[config.mk]
export PLATFORM = sky130hd
export DESIGN_NAME = cvc_core_voltage
export DESIGN_NICKNAME = d
export VERILOG_FILES = /design/src/hdl/cvc_pkg.sv /design/src/hdl/cvc_core_voltage.sv /design/src/hdl/cvc_step_div.sv
export VERILOG_INCLUDE_DIRS = /design/src /design/src/hdl
export SDC_FILE = /design/constraint.sdc
export NUM_CORES = 1
export LEC_CHECK = 0
export ABC_AREA = 0
export ABC_CLOCK_PERIOD_IN_PS = 7050
export BUFFER_PORTS_ARGS = -buffer_cell sky130_fd_sc_hd__buf_2
export CAP_MARGIN = 10
export CORE_MARGIN = 3
export CORE_UTILIZATION = 57
export DETAILED_ROUTE_END_ITERATION = 7
export PLACE_DENSITY = 0.84
export SYNTH_ARGS = -nofsm -noshare
export SYNTH_HDL_FRONTEND = slang
export SYNTH_SLANG_ARGS = --single-unit
export TNS_END_PERCENT = 50
[constraint.sdc]
create_clock -name sys_clk -period 7.05 [get_ports sys_clk]
set_input_delay 0.3525 -clock sys_clk [delete_from_list [all_inputs] [get_ports sys_clk]]
set_output_delay 0.3525 -clock sys_clk [all_outputs]
set_load 0.01 [all_outputs]
[src/hdl/cvc_map.svh]
// Purpose: Offsets, field positions, reset values and limits of the core
//          converter voltage control block.
// Assumes: Voltages are counted in units of 0.1 mV.
// Notes:   Definitions only.
`ifndef CVC_MAP_SVH
`define CVC_MAP_SVH

// Register offsets.
`define CVC_OFS_OP 8'h22
`define CVC_OFS_SR 8'h23
`define CVC_OFS_CTRL 8'h24

// Field positions.
`define CVC_CMD_BIT 7
`define CVC_BOOT_LSB 3

// Reset values.
`define CVC_OP_RST 8'h00
`define CVC_SR_RST 7'h00
`define CVC_GAIN_RST 2'h0
`define CVC_ILIM_RST 1'h0
`define CVC_RAMP_STEP_TIME_RST 3'h1
`define CVC_ST_RST 2'h0
`define CVC_BOOT_PAD 3'h0

// Voltage code limits.
`define CVC_CODE_OFF 7'h00
`define CVC_CODE_MIN 7'h03
`define CVC_CODE_MAX 7'h4B

// Voltages in 0.1 mV units.
`define CVC_V_STEP 18'h0007D
`define CVC_V_OFFSET 18'h015F9
`define CVC_V_MIN 18'h01770
`define CVC_V_SAT 18'h03A98
`define CVC_V_CLAMP 18'h080E8

// Gain, supply state and step-time encodings.
`define CVC_GAIN_X2 2'h2
`define CVC_GAIN_X3 2'h3
`define CVC_ST_HIGH 2'h1
`define CVC_ST_LOW 2'h3
`define CVC_RAMP_STEP_TIME_BYPASS 3'h0
`define CVC_RAMP_STEP_TIME_FULL 3'h1
`define CVC_RAMP_STEP_TIME_3OF4 3'h2
`define CVC_RAMP_STEP_TIME_3OF5 3'h3
`define CVC_RAMP_STEP_TIME_DIV2 3'h4
`define CVC_RAMP_STEP_TIME_DIV3 3'h5
`define CVC_RAMP_STEP_TIME_DIV4 3'h6
`define CVC_RAMP_STEP_TIME_DIV5 3'h7
`define CVC_KEEP_ONE 3'h1
`define CVC_KEEP_THREE 3'h3
`define CVC_PER_1 3'h1
`define CVC_PER_2 3'h2
`define CVC_PER_3 3'h3
`define CVC_PER_4 3'h4
`define CVC_PER_5 3'h5
`define CVC_ZERO3 3'h0

`endif

[src/hdl/cvc_pkg.sv]
// Purpose: Types shared by the core converter voltage control files.
// Assumes: Nothing beyond the map header.
// Notes:   Structs only; numbers live in cvc_map.svh.
package cvc_pkg;

    // One register access from a port front end.
    typedef struct packed {
        logic wr;
        logic rd;
        logic [7:0] addr;
        logic [7:0] wdata;
    } cvc_acc_s;

    // Answer to an access, one cycle after it.
    typedef struct packed {
        logic ack;
        logic [7:0] rdata;
    } cvc_ans_s;

    // Fields of the converter control register.
    typedef struct packed {
        logic [1:0] gain;
        logic ilim;
        logic [2:0] ramp_step_time;
        logic [1:0] st;
    } cvc_ctrl_s;

    // Drive toward the analog converter.
    typedef struct packed {
        logic on;
        logic low_power;
        logic ilim_high;
        logic [1:0] gain_factor;
        logic [6:0] code;
        logic [15:0] vout;
    } cvc_drive_s;

endpackage

[src/hdl/cvc_core_voltage.sv]
// Purpose: Voltage selection, control register and ramp for the second
//          core converter and the first core converter's voltage codes.
// Assumes: Port front ends give one-cycle access strobes on sys_clk;
//          reset_n is the turn-off reset; boot inputs are static.
// Notes:   Voltages are reported in 0.1 mV units.
// Operation
// - Command bit 0 applies operating code, 1 applies scaling code.
// - Code zero turns the output off at 0.0 V.
// - Codes one to three all give 0.6 V at unity gain.
// - Codes 3 to 75 give code times 12.5 mV plus 0.5625 V, times gain.
// - Codes 75 and above saturate at 1.5 V at unity gain.
// - Commanded output after gain never exceeds 3.3 V.
// - Voltage registers are reached only through the selected port.
// - Only the turn-off reset clears these registers.
// - Gain field 00 and 01 mean one, 10 two, 11 three.
// - Current-limit bit 0 means 1.0 A, 1 means above 1.5 A.
// - With stepping on, output moves in 12.5 mV increments at unity gain.
// - Step-time 000 applies the new target at once.
// - Step codes 001, 010, 011 step at full, three quarter, three fifth rate.
// - Step codes 100 to 111 step at rate divided by 2, 3, 4, 5.
// - Supply state 00 and 10 off, 01 high power, 11 low power.
// - Default voltage codes come from the boot configuration.
// - Only four operating code bits come from boot memory.
`timescale 1ns/1ps
`include "cvc_map.svh"
module cvc_core_voltage
    import cvc_pkg::*;
(
    // Clock and turn-off reset
    input wire logic sys_clk,
    input wire logic reset_n,
    // Boot configuration
    input wire logic [3:0] boot_op_bits,
    input wire logic [6:0] boot_sr_code,
    // Port selection, high routes voltage registers to the scaling port
    input wire logic scaling_port_select,
    // General control port
    input wire cvc_acc_s ctl_acc,
    output cvc_ans_s ctl_ans,
    // Voltage scaling port
    input wire cvc_acc_s sr_acc,
    output cvc_ans_s sr_ans,
    // Sampling clock pin
    input wire logic sample_clk,
    // Converter drive
    output cvc_drive_s drive_q
);

    logic [7:0] op_q;
    logic [6:0] sr_q;
    cvc_ctrl_s ctrl_q;
    logic boot_pend_q;
    logic [6:0] cur_q;
    logic [6:0] cur_d;
    logic samp_m_q;
    logic samp_s_q;
    logic samp_p_q;
    logic step_en;

    // Numeric gain factor from the gain field.
    function automatic logic [1:0] gain_of(input logic [1:0] g);
        case (g)
            `CVC_GAIN_X2: gain_of = 2'h2;
            `CVC_GAIN_X3: gain_of = 2'h3;
            default: gain_of = 2'h1;
        endcase
    endfunction

    // Commanded voltage in 0.1 mV units for a code and gain field.
    function automatic logic [15:0] code_to_volt(input logic [6:0] code,
                                                 input logic [1:0] g);
        logic [17:0] base;
        logic [17:0] prod;
        base = 18'h00000;
        prod = 18'h00000;
        if (code == `CVC_CODE_OFF)
            base = 18'h00000;
        else if (code <= `CVC_CODE_MIN)
            base = `CVC_V_MIN;
        else if (code >= `CVC_CODE_MAX)
            base = `CVC_V_SAT;
        else
            base = 18'(18'(code) * `CVC_V_STEP + `CVC_V_OFFSET);
        prod = 18'(base * 18'(gain_of(g)));
        if (prod > `CVC_V_CLAMP)
            prod = `CVC_V_CLAMP;
        code_to_volt = prod[15:0];
    endfunction

    // Register read value for one port; refused reads return zero.
    function automatic logic [7:0] read_reg(input logic [7:0] addr,
                                            input logic volt_ok,
                                            input logic ctrl_ok,
                                            input logic [7:0] op,
                                            input logic [6:0] sr,
                                            input cvc_ctrl_s ctl);
        read_reg = 8'h00;
        if (volt_ok && addr == `CVC_OFS_OP)
            read_reg = op;
        else if (volt_ok && addr == `CVC_OFS_SR)
            read_reg = {1'b0, sr};
        else if (ctrl_ok && addr == `CVC_OFS_CTRL)
            read_reg = ctl;
    endfunction

    // Port routing: the unselected port cannot reach the voltage registers.
    wire logic ctl_volt = !scaling_port_select;
    wire logic sr_volt = scaling_port_select;
    wire logic ctl_op_wr = ctl_acc.wr && ctl_volt &&
                           ctl_acc.addr == `CVC_OFS_OP;
    wire logic sr_op_wr = sr_acc.wr && sr_volt && sr_acc.addr == `CVC_OFS_OP;
    wire logic ctl_sr_wr = ctl_acc.wr && ctl_volt &&
                           ctl_acc.addr == `CVC_OFS_SR;
    wire logic sr_sr_wr = sr_acc.wr && sr_volt && sr_acc.addr == `CVC_OFS_SR;
    wire logic op_wr = ctl_op_wr || sr_op_wr;
    wire logic srr_wr = ctl_sr_wr || sr_sr_wr;
    wire logic [7:0] volt_wdata = sr_volt ? sr_acc.wdata : ctl_acc.wdata;
    wire logic ctrl_wr = ctl_acc.wr && ctl_acc.addr == `CVC_OFS_CTRL;
    wire logic [7:0] boot_op = {1'b0, boot_op_bits, `CVC_BOOT_PAD};

    // Applied target code and ramp direction.
    wire logic [6:0] target = op_q[`CVC_CMD_BIT] ? sr_q : op_q[6:0];
    wire logic bypass = ctrl_q.ramp_step_time == `CVC_RAMP_STEP_TIME_BYPASS;
    wire logic go_up = cur_q < target;

    // Voltage registers; boot codes load on the first edge after release.
    // Only the turn-off reset reaches these flops.
    always_ff @(posedge sys_clk or negedge reset_n)
    begin
        if (!reset_n)
        begin
            op_q <= `CVC_OP_RST;
            sr_q <= `CVC_SR_RST;
            boot_pend_q <= 1'b1;
        end
        else
        begin
            boot_pend_q <= 1'b0;
            if (boot_pend_q)
            begin
                op_q <= boot_op;
                sr_q <= boot_sr_code;
            end
            else
            begin
                if (op_wr)
                    op_q <= volt_wdata;
                if (srr_wr)
                    sr_q <= volt_wdata[6:0];
            end
        end
    end

    // Control register, written from the general control port only.
    always_ff @(posedge sys_clk or negedge reset_n)
    begin
        if (!reset_n)
        begin
            ctrl_q <= '{`CVC_GAIN_RST, `CVC_ILIM_RST, `CVC_RAMP_STEP_TIME_RST,
                        `CVC_ST_RST};
        end
        else if (ctrl_wr && !boot_pend_q)
        begin
            ctrl_q <= ctl_acc.wdata;
        end
    end

    // Access answers, one cycle after each strobe.
    always_ff @(posedge sys_clk or negedge reset_n)
    begin
        if (!reset_n)
        begin
            ctl_ans <= '0;
            sr_ans <= '0;
        end
        else
        begin
            ctl_ans.ack <= ctl_acc.wr || ctl_acc.rd;
            ctl_ans.rdata <= ctl_acc.rd ? read_reg(ctl_acc.addr, ctl_volt,
                             1'b1, op_q, sr_q, ctrl_q) : 8'h00;
            sr_ans.ack <= sr_acc.wr || sr_acc.rd;
            sr_ans.rdata <= sr_acc.rd ? read_reg(sr_acc.addr, sr_volt,
                            1'b0, op_q, sr_q, ctrl_q) : 8'h00;
        end
    end

    // Sampling clock pin: two flops, then a third for the edge.
    // The first flop feeds nothing but the second.
    // Flops reset high, so a pin already high at release gives no false tick.
    always_ff @(posedge sys_clk or negedge reset_n)
    begin
        if (!reset_n)
        begin
            samp_m_q <= 1'b1;
            samp_s_q <= 1'b1;
            samp_p_q <= 1'b1;
        end
        else
        begin
            samp_m_q <= sample_clk;
            samp_s_q <= samp_m_q;
            samp_p_q <= samp_s_q;
        end
    end

    wire logic samp_tick = samp_s_q && !samp_p_q;

    cvc_step_div u_div (
        .sys_clk(sys_clk),
        .reset_n(reset_n),
        .tick(samp_tick),
        .ramp_step_time(ctrl_q.ramp_step_time),
        .step_en_q(step_en)
    );

    // Ramp: one code per enabled tick, or a jump when stepping is bypassed.
    always_comb
    begin
        cur_d = cur_q;
        if (bypass)
            cur_d = target;
        else if (step_en && cur_q != target)
            cur_d = go_up ? 7'(cur_q + 7'h01) : 7'(cur_q - 7'h01);
    end

    always_ff @(posedge sys_clk or negedge reset_n)
    begin
        if (!reset_n)
            cur_q <= `CVC_CODE_OFF;
        else
            cur_q <= cur_d;
    end

    // Drive outputs, all registered from the current code and control.
    always_ff @(posedge sys_clk or negedge reset_n)
    begin
        if (!reset_n)
        begin
            drive_q <= '0;
        end
        else
        begin
            drive_q.on <= ctrl_q.st == `CVC_ST_HIGH ||
                          ctrl_q.st == `CVC_ST_LOW;
            drive_q.low_power <= ctrl_q.st == `CVC_ST_LOW;
            drive_q.ilim_high <= ctrl_q.ilim;
            drive_q.gain_factor <= gain_of(ctrl_q.gain);
            drive_q.code <= cur_q;
            drive_q.vout <= code_to_volt(cur_q, ctrl_q.gain);
        end
    end
endmodule

[src/hdl/cvc_step_div.sv]
// Purpose: Turns sampling ticks into ramp step enables at the rate chosen
//          by the step-time field.
// Assumes: tick is a one-cycle pulse on each sampling clock rising edge.
// Notes:   Fractional rates keep three ticks out of four or five.
`timescale 1ns/1ps
`include "cvc_map.svh"
module cvc_step_div
    import cvc_pkg::*;
(
    // Clock and reset
    input wire logic sys_clk,
    input wire logic reset_n,
    // Rate control
    input wire logic tick,
    input wire logic [2:0] ramp_step_time,
    // Step enable
    output logic step_en_q
);

    logic [2:0] cnt_q;
    logic [2:0] cnt_d;
    logic prev_kept_q;
    logic [2:0] prev_ts_q;

    // Period of the tick pattern for each step-time code.
    function automatic logic [2:0] period(input logic [2:0] ts);
        case (ts)
            `CVC_RAMP_STEP_TIME_3OF4: period = `CVC_PER_4;
            `CVC_RAMP_STEP_TIME_3OF5: period = `CVC_PER_5;
            `CVC_RAMP_STEP_TIME_DIV2: period = `CVC_PER_2;
            `CVC_RAMP_STEP_TIME_DIV3: period = `CVC_PER_3;
            `CVC_RAMP_STEP_TIME_DIV4: period = `CVC_PER_4;
            `CVC_RAMP_STEP_TIME_DIV5: period = `CVC_PER_5;
            default: period = `CVC_PER_1;
        endcase
    endfunction

    // Ticks kept within one period.
    wire logic frac = (ramp_step_time == `CVC_RAMP_STEP_TIME_3OF4) || (ramp_step_time == `CVC_RAMP_STEP_TIME_3OF5);
    wire logic [2:0] keep = frac ? `CVC_KEEP_THREE : `CVC_KEEP_ONE;
    // Wrap also when a new code shortens the period below the count.
    wire logic wrap = (cnt_q >= period(ramp_step_time) - `CVC_PER_1);
    // Full rate ignores a count left over from an earlier code.
    wire logic keep_slot = (cnt_q < keep) || (ramp_step_time == `CVC_RAMP_STEP_TIME_FULL);
    wire logic keep_now = tick && keep_slot && (ramp_step_time != `CVC_RAMP_STEP_TIME_BYPASS);

    always_comb
    begin
        cnt_d = cnt_q;
        if (tick)
        begin
            cnt_d = wrap ? `CVC_ZERO3 : 3'(cnt_q + `CVC_PER_1);
        end
    end

    // Enable follows its tick by one cycle.
    always_ff @(posedge sys_clk or negedge reset_n)
    begin
        if (!reset_n)
        begin
            cnt_q <= `CVC_ZERO3;
            step_en_q <= 1'b0;
        end
        else
        begin
            cnt_q <= cnt_d;
            step_en_q <= keep_now;
        end
    end

    // Checker helper: whether the last tick was kept, and under which code.
    always_ff @(posedge sys_clk or negedge reset_n)
    begin
        if (!reset_n)
        begin
            prev_kept_q <= 1'b0;
            prev_ts_q <= `CVC_RAMP_STEP_TIME_BYPASS;
        end
        else if (tick)
        begin
            prev_kept_q <= keep_now;
            prev_ts_q <= ramp_step_time;
        end
    end
endmodule

After elaboration in Yosys (flattened, before gate mapping)
Cells that the tools add are included.
Widths: inputs -> output; s select.

word-level totals
  output and inout bits = 46
  bits in registers = 84

cells by class
  reduce and logical (&&, ||, !) cells = 34
  muxes and demuxes = 24
  eq/ne operators = 17
  $lt $le $gt $ge = 6
  $mul = 2
  $add $sub $neg = 5

operators with widths
  operator                count
  $mux 8                  9
  $mux 7                  7
  $mux 15                 3
  $eq 8x6->1 const B      5
  $gt 17x16->1 const B    1
  $mul 15x2->17           1
  $logic_and 1x1->1       16
  $mux 16                 1
  $add 14x13->15 const B  1
  $mul 7x7->14 const B    1
  $eq 3x3->1 const B      4
  $pmux 3 s4              1
  $add 7x1->7 const B     1
  $ge 7x7->1 const B      1
  $le 7x2->1 const B      1
  $logic_not 7->1         1
  $logic_or 1x1->1        7
  $lt 7x7->1              1
  $ne 7x7->1              1
  $sub 7x1->7 const B     1
  $eq 2x2->1 const B      3
  $eq 3x2->1 const B      2
  $reduce_bool 2->1       3
  $pmux 2 s2              1
  12 further kinds        15

Depth between registers and ports, before layout
  depth after elaboration = 8
  gate-level depth with buffers = 27
  mapped depth without buffers = 26

By module
A second synthesis with hierarchy kept.

second synthesis, totals
  cell total of the unflattened synthesis = 644
  area, all modules = 6,366.1 um^2

by module, submodules not included
  module            times used  area an instance (um^2)  cells an instance  sequential area each (um^2)
  cvc_core_voltage  1           6,059.6                  611                2,008.2
  cvc_step_div      1           306.5                    33                 100.1

Least setup slack after synthesis
Ideal clock, no wire load.

  path type = register -> register
  start = register cur_q[2]
  end = register drive_q[0] (netlist bit)
  stages on the path, launching flop included = 25
  required time = 6,930 ps
  path slack = 1,119 ps
  arrival time = 5,812 ps
  cell sequence = dfrtp_1 inv_1 fa_1 xnor2_1 xnor2_1 fa_1 inv_1 fa_1 inv_1 ha_1 o21ai_1 o21bai_1 a21oi_1 xnor2_1 a21oi_1 a311oi_1 ha_1 a21o_1 a211oi_2 nand4b_1 a311o_1 nor3b_1 mux2i_4 o41ai_4 and3_1

on the way
  cells in the longest elaborated chain, start to end = 8
  elaborated cells on any way between the ends = 11
  those cells by class = add/sub (1); mul (2); order compare (3); mux (4); reduce/logical (1)

ends and longest elaborated chain
  element                   line                     RTL
  start, declared           cvc_core_voltage.sv:53   logic [6:0] cur_q;
  start signal, assigned    cvc_core_voltage.sv:229  cur_q <= `CVC_CODE_OFF;
  start signal, assigned    cvc_core_voltage.sv:231  cur_q <= cur_d;
  $mul 7x7->14 (no line)    -
  $add 14x13->15 (no line)  -
  $mux 15                   cvc_core_voltage.sv:80   else if (code >= `CVC_CODE_MAX)
  $mux 15                   cvc_core_voltage.sv:78   else if (code <= `CVC_CODE_MIN)
  $mux 15 *                 cvc_core_voltage.sv:76   if (code == `CVC_CODE_OFF)
  $mul 15x2->17 *           cvc_core_voltage.sv:84   prod = 18'(base * 18'(gain_of(g)));
  $gt 17x16->1 (no line)    -
  $mux 16 *                 cvc_core_voltage.sv:85   if (prod > `CVC_V_CLAMP)
  end, declared             cvc_core_voltage.sv:46   output cvc_drive_s drive_q

Mark *: on every way between the ends. The rest lies on a longest branch, timed or not.
A chain may end at the register's enable or synchronous reset.

Worst setup path in the final report
Ends and elaborated chain as after synthesis.

==> flow_summary.ini <==
[run_status]
status = finished, final reports clean

[finish]
fillers = 841
area_growth_pct = 14.4
final_cell_mix = buf_2 (95), ha_1 (79), dfrtp_1 (79)
fin_nets = 909
n_antenna_cell = 0
layout-drive-gt1-share_pct = 21.1
mostFrequentLayoutCell = buf_2

[timing]
fmax_ghz = 0.153
period_share_pct = 92.4
maxSlewHeadroom_pct = 30.8
hold_viol_final = 0
skew_ps = 7.33
tightest_slew_ps = 1030
final_max_slew_viol_count = 0
setup_tns_ps = 0
setup_violations = 0
setup_slack_ps = 533
fin_crit_ps = 6520
grt_setup_unrepaired = no

[clocking]
cts_setup_buffers = 0
clk_path_buf_depth = 2
cts_tree = built
cts_sinks = 84
clock_latency_ps = 350
path_clk_slew_ps = 60
root_buffer = clkbuf_16
h-tree-depth = 3
cts-buffers-inserted = 9

[yosys]
synth_area_um2 = 6450
postSynthCellCount = 664
syn_avg_cell_area_um2 = 9.72
synth_nets = 811
synthDistinctLibCells = 72
ys_warn_count = 0
seq_area_frac_synth_pct = 32.7
synth-edff-count = 0
synth_seq_cells = 84
dominantRegCellSynth = dfrtp_1
synthArstFlopShare_pct = 100

[setup_path]
crit_path_start_kind = register
criticalPathCategory = reg2reg
critPathArrivalTime_ps = 6750
ff2ff_path_depth = 24
required_ps = 7290
end_kind = register
cp_max_fo = 10

[power_and_ir_drop]
sequentialPowerShare_pct = 15.0
p_int_mw = 2.11
power.leakage_nw = 3.62
p_comb_share_pct = 73.4
swShare_pct = 48.5
p_clk_share_pct = 11.6
power_density_nw_per_um2 = 555
ir_worst_vdd_mv = 0.412
netSwitchingPower_mw = 1.99

[floorplan]
initial_utilization_pct = 59.0
ioPinCount = 97
dieHeight_um = 112
num_rows = 38
die_w_um = 112
coreArea_um2 = 10900
die_area_um2 = 12600

[placed_design]
port_buffers = 96
pre_cts_ws_ps = 556
place_congestion = 0.961
dpl.hpwl_um = 12100

[grt]
overflow = 0
grt_pass1_vias = 5376
grt_start_max_net_pins = 80
grt_pass1_wl_um = 25700
grt_antenna_before_repair = 0
grt_usage_pct = 25.3

[detailed_routing]
m1WireLength_um = 6550
drc_errors = 0
route.top_layer_used = met4
routed_via_density = 5.90
wl_met2_um = 7820
drtAntennaViolNets = 0
vias = 5347
initialDrtViolationCount = 410
post_drt_wl_per_cell_um = 17.4
met3_length_um = 1020
dr.pass1.iters = 5
routed_wl_um = 15800

[worst_hold_path]
worstHoldPathCells = 1
min_path_type = in2reg

[flow_run]
maxCapViolations = 0
per-stage QoR:
step	util, %	cell area (um^2)	hold WS (ps)	power [mW]	std cells
after CTS	67.5	7380	92.2	4.08	907
after detailed placement	64.7	7080	164	3.58	890
after global placement	64.7	7080	164	3.49	890
after floorplan	-	6450	56.9	3.00	664
after global routing	67.5	7380	92.6	4.50	907
final	67.5	7380	98.6	4.10	907
area by class of cell:
cell class / count / area [um^2] / area share [%]
multi-input combinational: 520 / 4110 / 55.6
sequential: 84 / 2110 / 28.6
timing repair buffer: 102 / 531 / 7.19
clock buffer: 12 / 246 / 3.34
tap: 140 / 175 / 2.37
inverter: 45 / 169 / 2.29
clock inverter: 4 / 48.8 / 0.661
cells by family after synthesis:
kind of cell | after synthesis | share of synthesized area [%]
simple gates | 205 | 16.3
compound gates | 150 | 16.2
fa+ha+maj | 96 | 20.6
flops | 84 | 32.7
buf+inv | 60 | 3.72
mux | 37 | 6.20
xor+xnor | 31 | 4.21
other cells | 1 | 0.0581
layer usage:
metal / vias to the layer above / global-route usage [%]
li1: 2541 / -
met4: 0 / 10.0
met5: - / 0
met2: 170 / 41.1
met1: 2603 / 33.1
met3: 33 / 5.55
cell usage after synthesis, drive strengths merged, types with 8 or more instances:
| library cell | instances | area (um^2) |
|---|---|---|
| mux2 | 14 | 158 |
| o21a | 9 | 67.6 |
| fa | 17 | 340 |
| nand2 | 41 | 154 |
| mux2i | 23 | 243 |
| a21o | 9 | 67.6 |
| xor2 | 11 | 96.3 |
| a21oi | 35 | 183 |
| nor2b | 28 | 180 |
| xnor2 | 20 | 175 |
| nor2 | 66 | 248 |
| o31ai | 10 | 80.1 |
| a211oi | 14 | 120 |
| nand3 | 11 | 65.1 |
| nor3 | 18 | 100 |
| inv | 45 | 169 |
| o21bai | 8 | 60.1 |
| clkbuf | 11 | 41.3 |
| ha | 79 | 988 |
| o21ai | 27 | 135 |
| dfrtp | 79 | 1980 |
sequential cells by signal (all words and copies together), names as in the netlist:
| signal | cells |
|---|---|
| samp_s_q | 1 |
| sr_q | 7 |
| u_div.step_en_q | 1 |
| cur_q | 7 |
| samp_m_q | 1 |
| boot_pend_q | 1 |
| sr_ans | 9 |
| ctrl_q | 8 |
| samp_p_q | 1 |
| op_q | 8 |
| drive_q | 28 |
| u_div.cnt_q | 3 |
| ctl_ans | 9 |
timing repair:
action                                 4_1_cts  5_1_grt
endpoints found under the hold margin        5        0
gates resized for setup                      0        0
hold buffers                                 1        0
final timing paths:
kind                               end  slack [ps]       start
setup / recovery            drive_q[0]         530    cur_q[2]
hold / removal                samp_m_q         100  sample_clk
setup reg to reg            drive_q[0]         530    cur_q[2]
hold reg to reg               samp_s_q         360    samp_m_q
max in group asynchronous  drive_q[21]        5540     reset_n
min in group asynchronous  drive_q[13]         340     reset_n
critical path, cell delays in order (launching register included):
cell and delay [ps]:
dfrtp_1 590, inv_1 240, fa_1 610, xnor2_1 150, xnor2_1 120, fa_1 540
inv_1 50, fa_1 520, inv_1 40, ha_1 320, o21ai_1 160, o21bai_1 90
a21oi_1 180, xnor2_1 140, a21oi_1 100, a311oi_1 270, ha_1 340, a21o_1 190
a211oi_2 260, nand4b_1 190, a311o_1 380, nor3b_1 170, mux2i_4 310, o41ai_4 200
and3_1 230
power groups by stage:
stage | combinational (mW) | clock (mW) | sequential (mW)
final | 3.01 | 0.474 | 0.616
after global routing | 3.38 | 0.500 | 0.626
after CTS | 2.99 | 0.480 | 0.617
after detailed placement | 2.95 | 0 | 0.624
after global placement | 2.87 | 0 | 0.621
after floorplan | 2.36 | 0 | 0.637
Note: power is estimated with default switching activity, not from simulation.
